## src/hdl/rsc_cfg.svh

```systemverilog
// constants for the reset source controller: offsets, fields, reset values, timing
`ifndef RSC_CFG_SVH
`define RSC_CFG_SVH
// apb byte offsets
`define RSC_OFS_SYSCTL2     12'h000
`define RSC_OFS_WDCTL1      12'h004
`define RSC_OFS_CAUSE       12'h008
`define RSC_OFS_TRAPCFG     12'h00c
`define RSC_OFS_STATUS      12'h010
`define RSC_OFS_WARMUP      12'h014
// system_control_two fields
`define RSC_SC2_HIGH_OSC    7
`define RSC_SC2_LOW_OSC     6
`define RSC_SC2_MAIN_SEL    5
`define RSC_SC2_RESET       8'hc0
// watchdog_control_one fields
`define RSC_WD_RAM_TRAP     3
`define RSC_WD_TRAP_RESET   2
`define RSC_WD_RESET_OUT    1
`define RSC_WD_ENABLE       0
`define RSC_WD_RESET        8'h07
// reset_cause_flags fields
`define RSC_CF_CLEAR        7
`define RSC_CF_TRIM         5
`define RSC_CF_LVD2         4
`define RSC_CF_LVD1         3
`define RSC_CF_SYSCLK       2
`define RSC_CF_WDOG         1
`define RSC_CF_TRAP         0
// trap area selection
`define RSC_TRAP_SFR_EN     0
`define RSC_TRAP_DBR_EN     1
`define RSC_TRAP_CFG_RESET  8'h03
// address map of the cpu
`define RSC_SFR_LO          16'h0000
`define RSC_SFR_HI          16'h003f
`define RSC_DBR_LO          16'h0f80
`define RSC_DBR_HI          16'h0fff
`define RSC_RAM_LO          16'h0040
`define RSC_RAM_HI          16'h043f
`define RSC_VEC_LO          16'hfffe
`define RSC_VEC_HI          16'hffff
// timing
`define RSC_FC_MHZ          20
`define RSC_PIN_MIN_FC      12
`define RSC_MALF_MAX_FC     24
`define RSC_MALF_CYC        16
`define RSC_WARMUP_US       1000
`define RSC_WARMUP_CYC      (`RSC_WARMUP_US * `RSC_FC_MHZ)
`endif

```

## src/hdl/rsc_pkg.sv

```systemverilog
// types for the reset source controller
package rsc_pkg;
  typedef enum logic [2:0] {
    RSC_ST_WARMUP,
    RSC_ST_MALF,
    RSC_ST_PIN,
    RSC_ST_FETCH_LO,
    RSC_ST_FETCH_HI,
    RSC_ST_RUN
  } rsc_state_t;

  typedef enum logic [1:0] {
    RSC_MODE_SINGLE_FAST,
    RSC_MODE_DUAL_FAST,
    RSC_MODE_LOW_ONLY
  } rsc_mode_t;

  typedef struct packed {
    logic        psel;
    logic        penable;
    logic        pwrite;
    logic [11:0] paddr;
    logic [31:0] pwdata;
  } rsc_apb_req_t;

  typedef struct packed {
    logic        pready;
    logic        pslverr;
    logic [31:0] prdata;
  } rsc_apb_rsp_t;

  typedef struct packed {
    logic        valid;
    logic [15:0] addr;
  } rsc_fetch_t;

  typedef struct packed {
    logic        watchdog;
    logic        lvd1;
    logic        lvd2;
    logic        power_on;
    logic        trim_bad;
  } rsc_src_t;

  typedef struct packed {
    rsc_state_t  st;
    rsc_mode_t   mode;
    logic [14:0] cnt;
    logic [3:0]  pin_cnt;
    logic [7:0]  sc2;
    logic [7:0]  wd;
    logic [7:0]  trap_cfg;
    logic [5:0]  cause;
    logic        trim_latched;
    logic [7:0]  trim;
    logic [7:0]  vec_lo;
    logic [15:0] start_pc;
    logic        int_master_enable;
    logic [23:0] int_individual_enables;
    logic [23:0] int_request_latches;
    logic        trap_int;
    logic [31:0] prdata;
    logic        pslverr;
    logic        sync_wait;
    logic [1:0]  pin_sync;
  } rsc_state_vec_t;
endpackage : rsc_pkg

```

## src/hdl/rsc_top.sv

```systemverilog
// reset source controller: merges reset causes into one core reset
// ============================================================
// Function
// malfunction resets hold the core in reset at most 24 fc periods.
// power-on and trim resets hold reset through the warm-up time.
// any reset zeroes master enable, individual enables and request latches.
// reset zeroes prescaler, enables watchdog, disables voltage detection.
// pin low for twelve fc periods applies reset and initialises state.
// after release execution starts at vector read from top two bytes.
// fetch from special, debug or enabled ram area raises address trap.
// trap action is reset or interrupt; trapped areas are selectable.
// clearing both oscillator enables in one write gives clock reset.
// clearing high oscillator enable while high clock selected gives clock reset.
// writing high oscillator enable while low oscillator off gives clock reset.
// clock reset never stops the oscillators.
// software enables high oscillator, waits warm-up, then clears main select.
// after main select cleared, run on low clock until clocks synchronise.
// pin reset ends low-clock-only mode; restart in single-clock fast mode.
// trimming bits are read and latched during power-on warm-up.
// corrupted latched trimming data generates a trimming data reset.
// voltage detector drop generates a voltage detection reset.
// power-on detector generates a power-on reset.
// each internal reset cause sets its own flag, readable after release.
// cause flags clear by writing clear bit or by pin reset.
// pin is synchronised before its low time is counted.
`timescale 1ns/100ps
`include "rsc_cfg.svh"
module rsc_top #(
  parameter int WARMUP_CYC = `RSC_WARMUP_CYC
) (
  // clock and reset
  input  wire logic                 pclk,
  input  wire logic                 presetn,
  input  wire logic                 clk_en,
  // apb slave
  input  wire rsc_pkg::rsc_apb_req_t apb_req,
  output rsc_pkg::rsc_apb_rsp_t     apb_rsp,
  // reset sources
  input  wire logic                 reset_pin_n,
  input  wire rsc_pkg::rsc_src_t    src,
  input  wire rsc_pkg::rsc_fetch_t  fetch,
  // trimming data from flash
  input  wire logic [7:0]           trim_data,
  input  wire logic                 trim_parity,
  // reset vector read
  output logic                      vec_rd,
  output logic                      vec_addr_hi,
  input  wire logic [7:0]           vec_data,
  // clock sync indication
  input  wire logic                 clocks_synced,
  // outputs to the core
  output logic                      core_reset,
  output logic [15:0]               start_pc,
  output logic                      trap_int,
  output logic                      int_master_enable,
  output logic [23:0]               int_individual_enables,
  output logic [23:0]               int_request_latches,
  output logic                      prescaler_clear,
  output logic                      watchdog_enable,
  output logic                      volt_detect_enable,
  output logic                      high_osc_en,
  output logic                      low_osc_en,
  output logic                      main_on_low_clock,
  output rsc_pkg::rsc_mode_t        mode,
  output logic [7:0]                trim_value
);

  rsc_pkg::rsc_state_vec_t q;
  rsc_pkg::rsc_state_vec_t d;

  // ============================================================
  // decode
  logic        acc;
  logic        wr;
  logic        rd;
  logic        pin_low;
  logic        pin_done;
  logic        malf_req;
  logic        clk_fault;
  logic        trap_hit;
  logic [7:0]  wsc2;
  logic        in_sfr;
  logic        in_dbr;
  logic        in_ram;
  logic        known;
  logic [31:0] rdata;

  always_comb begin
    acc      = apb_req.psel && apb_req.penable;
    wr       = acc && apb_req.pwrite;
    rd       = apb_req.psel && !apb_req.penable && !apb_req.pwrite;
    pin_low  = !q.pin_sync[1];
    pin_done = pin_low && (q.pin_cnt == 4'(`RSC_PIN_MIN_FC - 1));
    wsc2     = apb_req.pwdata[7:0];
    in_sfr   = q.trap_cfg[`RSC_TRAP_SFR_EN] &&
               fetch.addr <= `RSC_SFR_HI;
    in_dbr   = q.trap_cfg[`RSC_TRAP_DBR_EN] &&
               fetch.addr >= `RSC_DBR_LO && fetch.addr <= `RSC_DBR_HI;
    in_ram   = q.wd[`RSC_WD_RAM_TRAP] &&
               fetch.addr >= `RSC_RAM_LO && fetch.addr <= `RSC_RAM_HI;
    trap_hit = q.st == rsc_pkg::RSC_ST_RUN && fetch.valid &&
               (in_sfr || in_dbr || in_ram);
    clk_fault = 1'b0;
    if (wr && apb_req.paddr == `RSC_OFS_SYSCTL2 && q.st == rsc_pkg::RSC_ST_RUN) begin
      if (!wsc2[`RSC_SC2_HIGH_OSC] && !wsc2[`RSC_SC2_LOW_OSC] &&
          (q.sc2[`RSC_SC2_HIGH_OSC] || q.sc2[`RSC_SC2_LOW_OSC]))
        clk_fault = 1'b1;
      if (q.sc2[`RSC_SC2_HIGH_OSC] && !wsc2[`RSC_SC2_HIGH_OSC] &&
          !q.sc2[`RSC_SC2_MAIN_SEL])
        clk_fault = 1'b1;
      // setting the high oscillator in a write that leaves the low one off, low clock selected
      if (wsc2[`RSC_SC2_HIGH_OSC] && !q.sc2[`RSC_SC2_HIGH_OSC] &&
          !wsc2[`RSC_SC2_LOW_OSC] && q.sc2[`RSC_SC2_MAIN_SEL])
        clk_fault = 1'b1;
    end
    malf_req = q.st == rsc_pkg::RSC_ST_RUN &&
               (clk_fault || src.watchdog || src.lvd1 || src.lvd2 ||
                (trap_hit && q.wd[`RSC_WD_TRAP_RESET]));
    known = 1'b1;
    unique case (apb_req.paddr)
      `RSC_OFS_SYSCTL2: rdata = {24'h0, q.sc2};
      `RSC_OFS_WDCTL1:  rdata = {24'h0, q.wd};
      `RSC_OFS_CAUSE:   rdata = {26'h0, q.cause};
      `RSC_OFS_TRAPCFG: rdata = {24'h0, q.trap_cfg};
      `RSC_OFS_STATUS:  rdata = {20'h0, q.trim, q.sync_wait, q.trim_latched, q.mode};
      `RSC_OFS_WARMUP:  rdata = 32'(WARMUP_CYC);
      default: begin
        rdata = 32'h0;
        known = 1'b0;
      end
    endcase
  end

  // ============================================================
  // next state
  always_comb begin
    d = q;
    d.pin_sync = {q.pin_sync[0], reset_pin_n};
    d.pin_cnt  = pin_low ? (pin_done ? q.pin_cnt : q.pin_cnt + 4'h1) : 4'h0;
    if (rd) begin
      d.prdata  = rdata;
      d.pslverr = !known;
    end
    if (apb_req.psel && !apb_req.penable && apb_req.pwrite)
      d.pslverr = !known;
    // software writes while running
    if (wr && q.st == rsc_pkg::RSC_ST_RUN) begin
      unique case (apb_req.paddr)
        `RSC_OFS_SYSCTL2: begin
          d.sc2 = wsc2;
          if (q.sc2[`RSC_SC2_MAIN_SEL] && !wsc2[`RSC_SC2_MAIN_SEL])
            d.sync_wait = 1'b1;
        end
        `RSC_OFS_WDCTL1:  d.wd = apb_req.pwdata[7:0];
        `RSC_OFS_TRAPCFG: d.trap_cfg = apb_req.pwdata[7:0];
        `RSC_OFS_CAUSE:
          if (apb_req.pwdata[`RSC_CF_CLEAR])
            d.cause = 6'h0;
        default: ;
      endcase
    end
    // dual-clock fast is entered only on return from low-only, after synchronisation
    if (q.sync_wait && clocks_synced)
      d.sync_wait = 1'b0;
    if (d.sc2[`RSC_SC2_MAIN_SEL])
      d.mode = rsc_pkg::RSC_MODE_LOW_ONLY;
    else if (!d.sync_wait && q.mode == rsc_pkg::RSC_MODE_LOW_ONLY)
      d.mode = d.sc2[`RSC_SC2_LOW_OSC] ? rsc_pkg::RSC_MODE_DUAL_FAST
                                       : rsc_pkg::RSC_MODE_SINGLE_FAST;
    else if (!d.sc2[`RSC_SC2_LOW_OSC])
      d.mode = rsc_pkg::RSC_MODE_SINGLE_FAST;
    // trap as interrupt
    d.trap_int = trap_hit && !q.wd[`RSC_WD_TRAP_RESET];
    if (d.trap_int)
      d.int_request_latches[2] = 1'b1;
    // causes: set wins over a clear-bit write
    if (malf_req) begin
      if (clk_fault)
        d.cause[`RSC_CF_SYSCLK] = 1'b1;
      if (src.watchdog)
        d.cause[`RSC_CF_WDOG] = 1'b1;
      if (src.lvd1)
        d.cause[`RSC_CF_LVD1] = 1'b1;
      if (src.lvd2)
        d.cause[`RSC_CF_LVD2] = 1'b1;
      if (trap_hit && q.wd[`RSC_WD_TRAP_RESET])
        d.cause[`RSC_CF_TRAP] = 1'b1;
    end
    unique case (q.st)
      rsc_pkg::RSC_ST_WARMUP: begin
        if (!q.trim_latched) begin
          d.trim         = trim_data;
          d.trim_latched = 1'b1;
        end
        if (q.cnt >= 15'(WARMUP_CYC - 1))
          d.st = rsc_pkg::RSC_ST_FETCH_LO;
        else
          d.cnt = q.cnt + 15'h1;
      end
      rsc_pkg::RSC_ST_MALF: begin
        if (q.cnt >= 15'(`RSC_MALF_CYC - 1))
          d.st = rsc_pkg::RSC_ST_FETCH_LO;
        else
          d.cnt = q.cnt + 15'h1;
      end
      rsc_pkg::RSC_ST_PIN:
        if (!pin_low)
          d.st = rsc_pkg::RSC_ST_FETCH_LO;
      rsc_pkg::RSC_ST_FETCH_LO: begin
        d.vec_lo = vec_data;
        d.st     = rsc_pkg::RSC_ST_FETCH_HI;
      end
      rsc_pkg::RSC_ST_FETCH_HI: begin
        d.start_pc = {vec_data, q.vec_lo};
        d.st       = rsc_pkg::RSC_ST_RUN;
      end
      rsc_pkg::RSC_ST_RUN:
        if (malf_req) begin
          d.st  = rsc_pkg::RSC_ST_MALF;
          d.cnt = 15'h0;
        end
      default:
        d.st = rsc_pkg::RSC_ST_WARMUP;
    endcase
    // state the core sees on any reset entry
    if (d.st != rsc_pkg::RSC_ST_RUN && d.st != rsc_pkg::RSC_ST_FETCH_LO &&
        d.st != rsc_pkg::RSC_ST_FETCH_HI) begin
      d.int_master_enable      = 1'b0;
      d.int_individual_enables = 24'h0;
      d.int_request_latches    = 24'h0;
      d.wd                     = `RSC_WD_RESET;
      d.trap_cfg               = `RSC_TRAP_CFG_RESET;
      d.sync_wait              = 1'b0;
      d.mode                   = rsc_pkg::RSC_MODE_SINGLE_FAST;
      // oscillators keep running across a clock reset
      d.sc2 = {q.sc2[7:6] | 2'b10, 6'h0};
    end
    // pin reset: priority over all but power-on and bad trimming data
    if (pin_done) begin
      d.st    = rsc_pkg::RSC_ST_PIN;
      d.cause = 6'h0;
      d.sc2   = `RSC_SC2_RESET;
      d.mode  = rsc_pkg::RSC_MODE_SINGLE_FAST;
      d.int_master_enable      = 1'b0;
      d.int_individual_enables = 24'h0;
      d.int_request_latches    = 24'h0;
    end
    // power-on or bad trimming data restart warm-up
    if (src.power_on || (q.trim_latched && (^q.trim != trim_parity))) begin
      d.st           = rsc_pkg::RSC_ST_WARMUP;
      d.cnt          = 15'h0;
      d.trim_latched = 1'b0;
      d.sc2          = `RSC_SC2_RESET;
      d.mode         = rsc_pkg::RSC_MODE_SINGLE_FAST;
      if (!src.power_on)
        d.cause[`RSC_CF_TRIM] = 1'b1;
    end
  end

  // ============================================================
  // registers
  always_ff @(posedge pclk or negedge presetn) begin
    if (!presetn) begin
      q                       <= '0;
      q.st                    <= rsc_pkg::RSC_ST_WARMUP;
      q.mode                  <= rsc_pkg::RSC_MODE_SINGLE_FAST;
      q.sc2                   <= `RSC_SC2_RESET;
      q.wd                    <= `RSC_WD_RESET;
      q.trap_cfg              <= `RSC_TRAP_CFG_RESET;
      q.pin_sync              <= 2'b11;
    end else if (clk_en) begin
      q <= d;
    end
  end

  // ============================================================
  // outputs
  logic in_reset;
  always_comb begin
    in_reset               = q.st != rsc_pkg::RSC_ST_RUN;
    core_reset             = in_reset;
    start_pc               = q.start_pc;
    trap_int               = q.trap_int;
    int_master_enable      = q.int_master_enable;
    int_individual_enables = q.int_individual_enables;
    int_request_latches    = q.int_request_latches;
    prescaler_clear        = in_reset;
    watchdog_enable        = q.wd[`RSC_WD_ENABLE];
    volt_detect_enable     = !in_reset;
    high_osc_en            = q.sc2[`RSC_SC2_HIGH_OSC];
    low_osc_en             = q.sc2[`RSC_SC2_LOW_OSC];
    main_on_low_clock      = q.mode == rsc_pkg::RSC_MODE_LOW_ONLY || q.sync_wait;
    mode                   = q.mode;
    trim_value             = q.trim;
    vec_rd                 = q.st == rsc_pkg::RSC_ST_FETCH_LO ||
                             q.st == rsc_pkg::RSC_ST_FETCH_HI;
    vec_addr_hi            = q.st == rsc_pkg::RSC_ST_FETCH_HI;
    apb_rsp.pready         = 1'b1;
    apb_rsp.pslverr        = acc && q.pslverr;
    apb_rsp.prdata         = q.prdata;
  end

endmodule : rsc_top

```

## config.mk

```make
export PLATFORM = sky130hd
export DESIGN_NAME = rsc_top
export DESIGN_NICKNAME = d
export VERILOG_FILES = /design/src/hdl/rsc_pkg.sv /design/src/hdl/rsc_top.sv
export VERILOG_INCLUDE_DIRS = /design/src /design/src/hdl
export SDC_FILE = /design/constraint.sdc
export NUM_CORES = 1
export LEC_CHECK = 0
export ABC_AREA = 1
export BUFFER_PORTS_ARGS = -buffer_cell sky130_fd_sc_hd__buf_4
export CAP_MARGIN = 20
export CELL_PAD_IN_SITES_DETAIL_PLACEMENT = 2
export CELL_PAD_IN_SITES_GLOBAL_PLACEMENT = 2
export CORE_MARGIN = 2
export CORE_UTILIZATION = 29
export CTS_BUF_LIST = sky130_fd_sc_hd__clkbuf_8
export DETAILED_ROUTE_END_ITERATION = 6
export GPL_TIMING_DRIVEN = 1
export PLACE_DENSITY_LB_ADDON = 0.1
export SETUP_SLACK_MARGIN = 0.02
export SYNTH_ARGS = -nofsm -noshare
export SYNTH_HDL_FRONTEND = slang
export SYNTH_SLANG_ARGS = --single-unit
```

## constraint.sdc

```tcl
create_clock -name pclk -period 2.65 [get_ports pclk]
set_input_delay 0.53 -clock pclk [delete_from_list [all_inputs] [get_ports pclk]]
set_output_delay 0.53 -clock pclk [all_outputs]
set_load 0.02 [all_outputs]
```

==> run summary <==
Yosys reg bits = 106
Number of inserted diodes = 0
Maximum capacitance violations = 0
Worst skew pair latency = 400 ps
Count of endpoints failing hold in the final timing report = 0
Total die area = 23800 um^2
RD Place Congestion = 0.8181
Type of origin of the critical path = flip-flop
Status = finished clean
DRC Markers = 0
Number of placed I/O pins = 210
Min Tclk post-route = 2370 ps
Max-slew violation count = 0
Number of detailed-routing iterations run before antenna repair = 4
Number of nets in the finished design = 1019
DR iter-0 viols = 143
Maximum frequency from static timing analysis = 422.0 MHz
Cell depth of the worst flop-to-flop path = 15
Clock root buffer = sky130_fd_sc_hd__clkbuf_8
Max Clock Skew = 16.63 ps
Total Power = 4350 uW
CP most frequent cell = sky130_fd_sc_hd__nand2_1
Maximum single-stage delay on the critical path = 430 ps
Setup repair after global routing missed its margin = no
Number of post-CTS setup repair buffers = 0
Synthesized netlist cell count = 841
Setup Total Neg Slack = 0 ps
Worst vdd rail ir drop = 0.2593 mV
Cell area after layout = 7448 um^2
Number of antenna violations at the first check in global routing = 0
Sw Pwr = 1715 uW
Core occupancy in the finished layout = 33.82%
Total Routed Length = 20.95 mm
Netlist Area Pre-Place = 6548 um^2
Worst r2r dst = q[138]$_DFFE_PN0P_
First-pass GRT wire length = 33.82 mm
Part of the Yosys area used for sequential elements = 40.68%
Met1 layer wirelength in the final routing = 9.039 mm
Clk sink count = 106
Average wire length per cell after detail routing = 17.30 um
Number of warnings issued by yosys = 0
Vias per cell = 4.733
Measured slew at the worst slew-check pin = 645.9 ps
Starting Density = 29.73%
Leading cell type in the layout, fill and taps excluded = sky130_fd_sc_hd__nand2_1
Maximum number of pins on one net before global-route repair = 107
Layout-stage area growth over the synthesis result = 13.76%
R2R setup slack = 280 ps
Period Utilization, post-route = 89.42%
Distinct cells, synth = 49
Data arrival, critical path = 2650 ps
Leading cell types in the layout, fill and taps excluded = sky130_fd_sc_hd__nand2_1, sky130_fd_sc_hd__buf_4, sky130_fd_sc_hd__dfrtp_1, sky130_fd_sc_hd__inv_1, sky130_fd_sc_hd__nor2_1
Kind of capture point of the worst setup path = flip-flop
Crit Path Max Fanout = 16
Count of final setup violators = 0
Sequential group share of total power = 44.7%
Clock H-tree levels = 3
Port bufs = 110
Core area = 22030 um^2
Final HPWL from detailed placement = 16.51 mm
Routed Antenna Nets = 0
Number of buffers added by the clock tree synthesis step = 9
Static power due to leakage = 0.003841 uW
Via count of the first global-routing pass = 6371
Overall die height = 154.3 um
Cell Area, Placed = 7256 um^2
Number of placement rows = 54
Met3 routed WL = 905 um
Maximum buffer depth of the clock tree = 2
Final non-filler cell total = 1211
Met2 wire length = 10.49 mm
Clk pwr share = 23.9%
Internal power component = 2635 uW
Overall die width = 154.3 um
Clock tree from TritonCTS = done
Average footprint of a synthesized cell = 7.785 um^2
Path type of the worst setup path = reg2reg
Req. time, crit path = 2930 ps
CTS clock-pin slew for the worst setup and hold paths = 120 ps
Layout cell share with drive strength beyond 1 = 20.95%
Cell Count Post-Placement = 1195
Highest signal layer in the routed design = met4
Final global-route overflow total = 0
Fraction of power spent switching nets = 39.43%
Source of the worst register-to-register timing path = q[154]$_DFFE_PN0P_
Count of hold buffers inserted by post-cts repair = 0
Gr usage total = 17.89%
Relative slew slack = 56.82%
PwrDens = 584.0 nW/um^2
Slowest library cell on the worst path = sky130_fd_sc_hd__dfrtp_1
Class of the tightest hold or removal check = in2async
Total via count in the routed design = 5732
Cells traversed along the worst timing path = ha_1, nand2_1, nor2_1, nor2_1, nand2_1, nand2_1, nand2_1, nand2_1, nand3_1, nand2_1, nand3_4, o21ai_2, nand2_2, nand2_1, o21ai_1
Proportion of power drawn by combinational gates = 31.3%
Post-CTS Resized = 0
==> synth_stat cells (all sizes together) <==
library cell  count  area (um^2)
o41ai             1        8.760
a22oi             1        7.510
a21o              1        7.510
dfstp             9        236.5
o21a              1        7.510
or3               1        6.260
buf             116        879.6
a211oi            2        15.01
o31ai             6        45.04
a21oi            27        135.1
nand2           189        734.4
o22ai             2        12.51
clkinv            2        7.510
nand3b            3        22.52
a31oi             1        6.260
dfrtp            97         2427
a32o              3        30.03
clkbuf            9        33.78
nor4              2        12.51
o211ai            5        37.54
ha                2        25.02
o21bai            1        7.510
nor2             77        332.8
and3              2        12.51
nor3             18        100.1
xnor2             1        8.760
conb              2        7.510
o21ai            94        493.0
mux2              8        90.09
a21boi            1        7.510
xor2              6        52.55
nand3            54        312.8
inv              79        296.5
nand4            18        127.6
==> cell families (layout without fill, tap and decap cells) <==
| family | count (synthesis) | after routing | share of synthesized area (%) |
|---|---|---|---|
| other | 2 | 68 | 0.1147 |
| adder cells (fa/ha/maj) | 2 | 2 | 0.3821 |
| buffers and inverters | 206 | 230 | 18.59 |
| multiplexers | 8 | 8 | 1.376 |
| AO/OA/AOI/OAI | 146 | 146 | 12.54 |
| AND/OR/NAND/NOR | 364 | 364 | 25.38 |
| XOR/XNOR | 7 | 7 | 0.9364 |
| flip-flops | 106 | 106 | 40.68 |
==> power groups by stage <==
stage                     Combinational, uW  Clock [uW]  Sequential [uW]
after floorplan                        1040           0             1930
after global placement                 1320           0             1960
after detailed placement               1390           0             1980
after CTS                              1400        1100             1950
after global routing                   1550        1150             1980
final                                  1360        1040             1950
==> registers in the layout, indices dropped and copies added (netlist names) <==
signal and count:
q 61, mode 2, high_osc_en 1, trim_value 8, trap_int 1, d 1, low_osc_en 1, apb_rsp 13
watchdog_enable 1, start_pc 16, int_request_latches 1
==> through the flow <==
| step | setup slack, ps | hold WS [ps] |
|---|---|---|
| finish | 280.3 | 209.7 |
| global route | 48.29 | 249.7 |
| CTS | 220.6 | 228.1 |
| detailed placement | 21.98 | 456.5 |
| global placement | 149.1 | 454.2 |
| floorplan | 675.3 | 234.4 |
==> critical path, delay by kind of cell (launching register included) <==
kind	cells	cell delay, ps
simple gates	12	1410
flops	1	430
fa+ha+maj	1	250
compound gates	2	170
==> worst max-delay path by stage <==
stage	start	endpoint	slack (ps)	cells past startpoint
after floorplan	apb_req[39]	q[136]$_DFFE_PN0P_	680	13
after global placement	apb_req[36]	q[136]$_DFFE_PN0P_	150	13
after detailed placement	apb_req[36]	q[128]$_DFFE_PN0P_	20	13
after CTS	q[154]$_DFFE_PN0P_	q[138]$_DFFE_PN0P_	220	15
after global routing	q[153]$_DFFE_PN0P_	q[138]$_DFFE_PN0P_	50	15
final	q[154]$_DFFE_PN0P_	q[138]$_DFFE_PN0P_	280	15
==> layout make-up <==
cell class / count / area (um^2)
repair buffers: 133 / 1023
clock inverters: 7 / 68.82
clock buffers: 9 / 123.9
multi-input cells: 595 / 2914
flip-flops and latches: 106 / 2664
fillers: 2622 / 14580
inverters: 81 / 304.0
well taps: 280 / 350.3
==> per-layer routing <==
layer / global-route usage (%) / vias to the layer above
li1: - / 2740
met1: 21.76 / 2818
met2: 32.05 / 142
met3: 3.166 / 32
met4: 5.952 / 0
met5: 0 / -
Note: power is estimated with default switching activity, not from simulation.
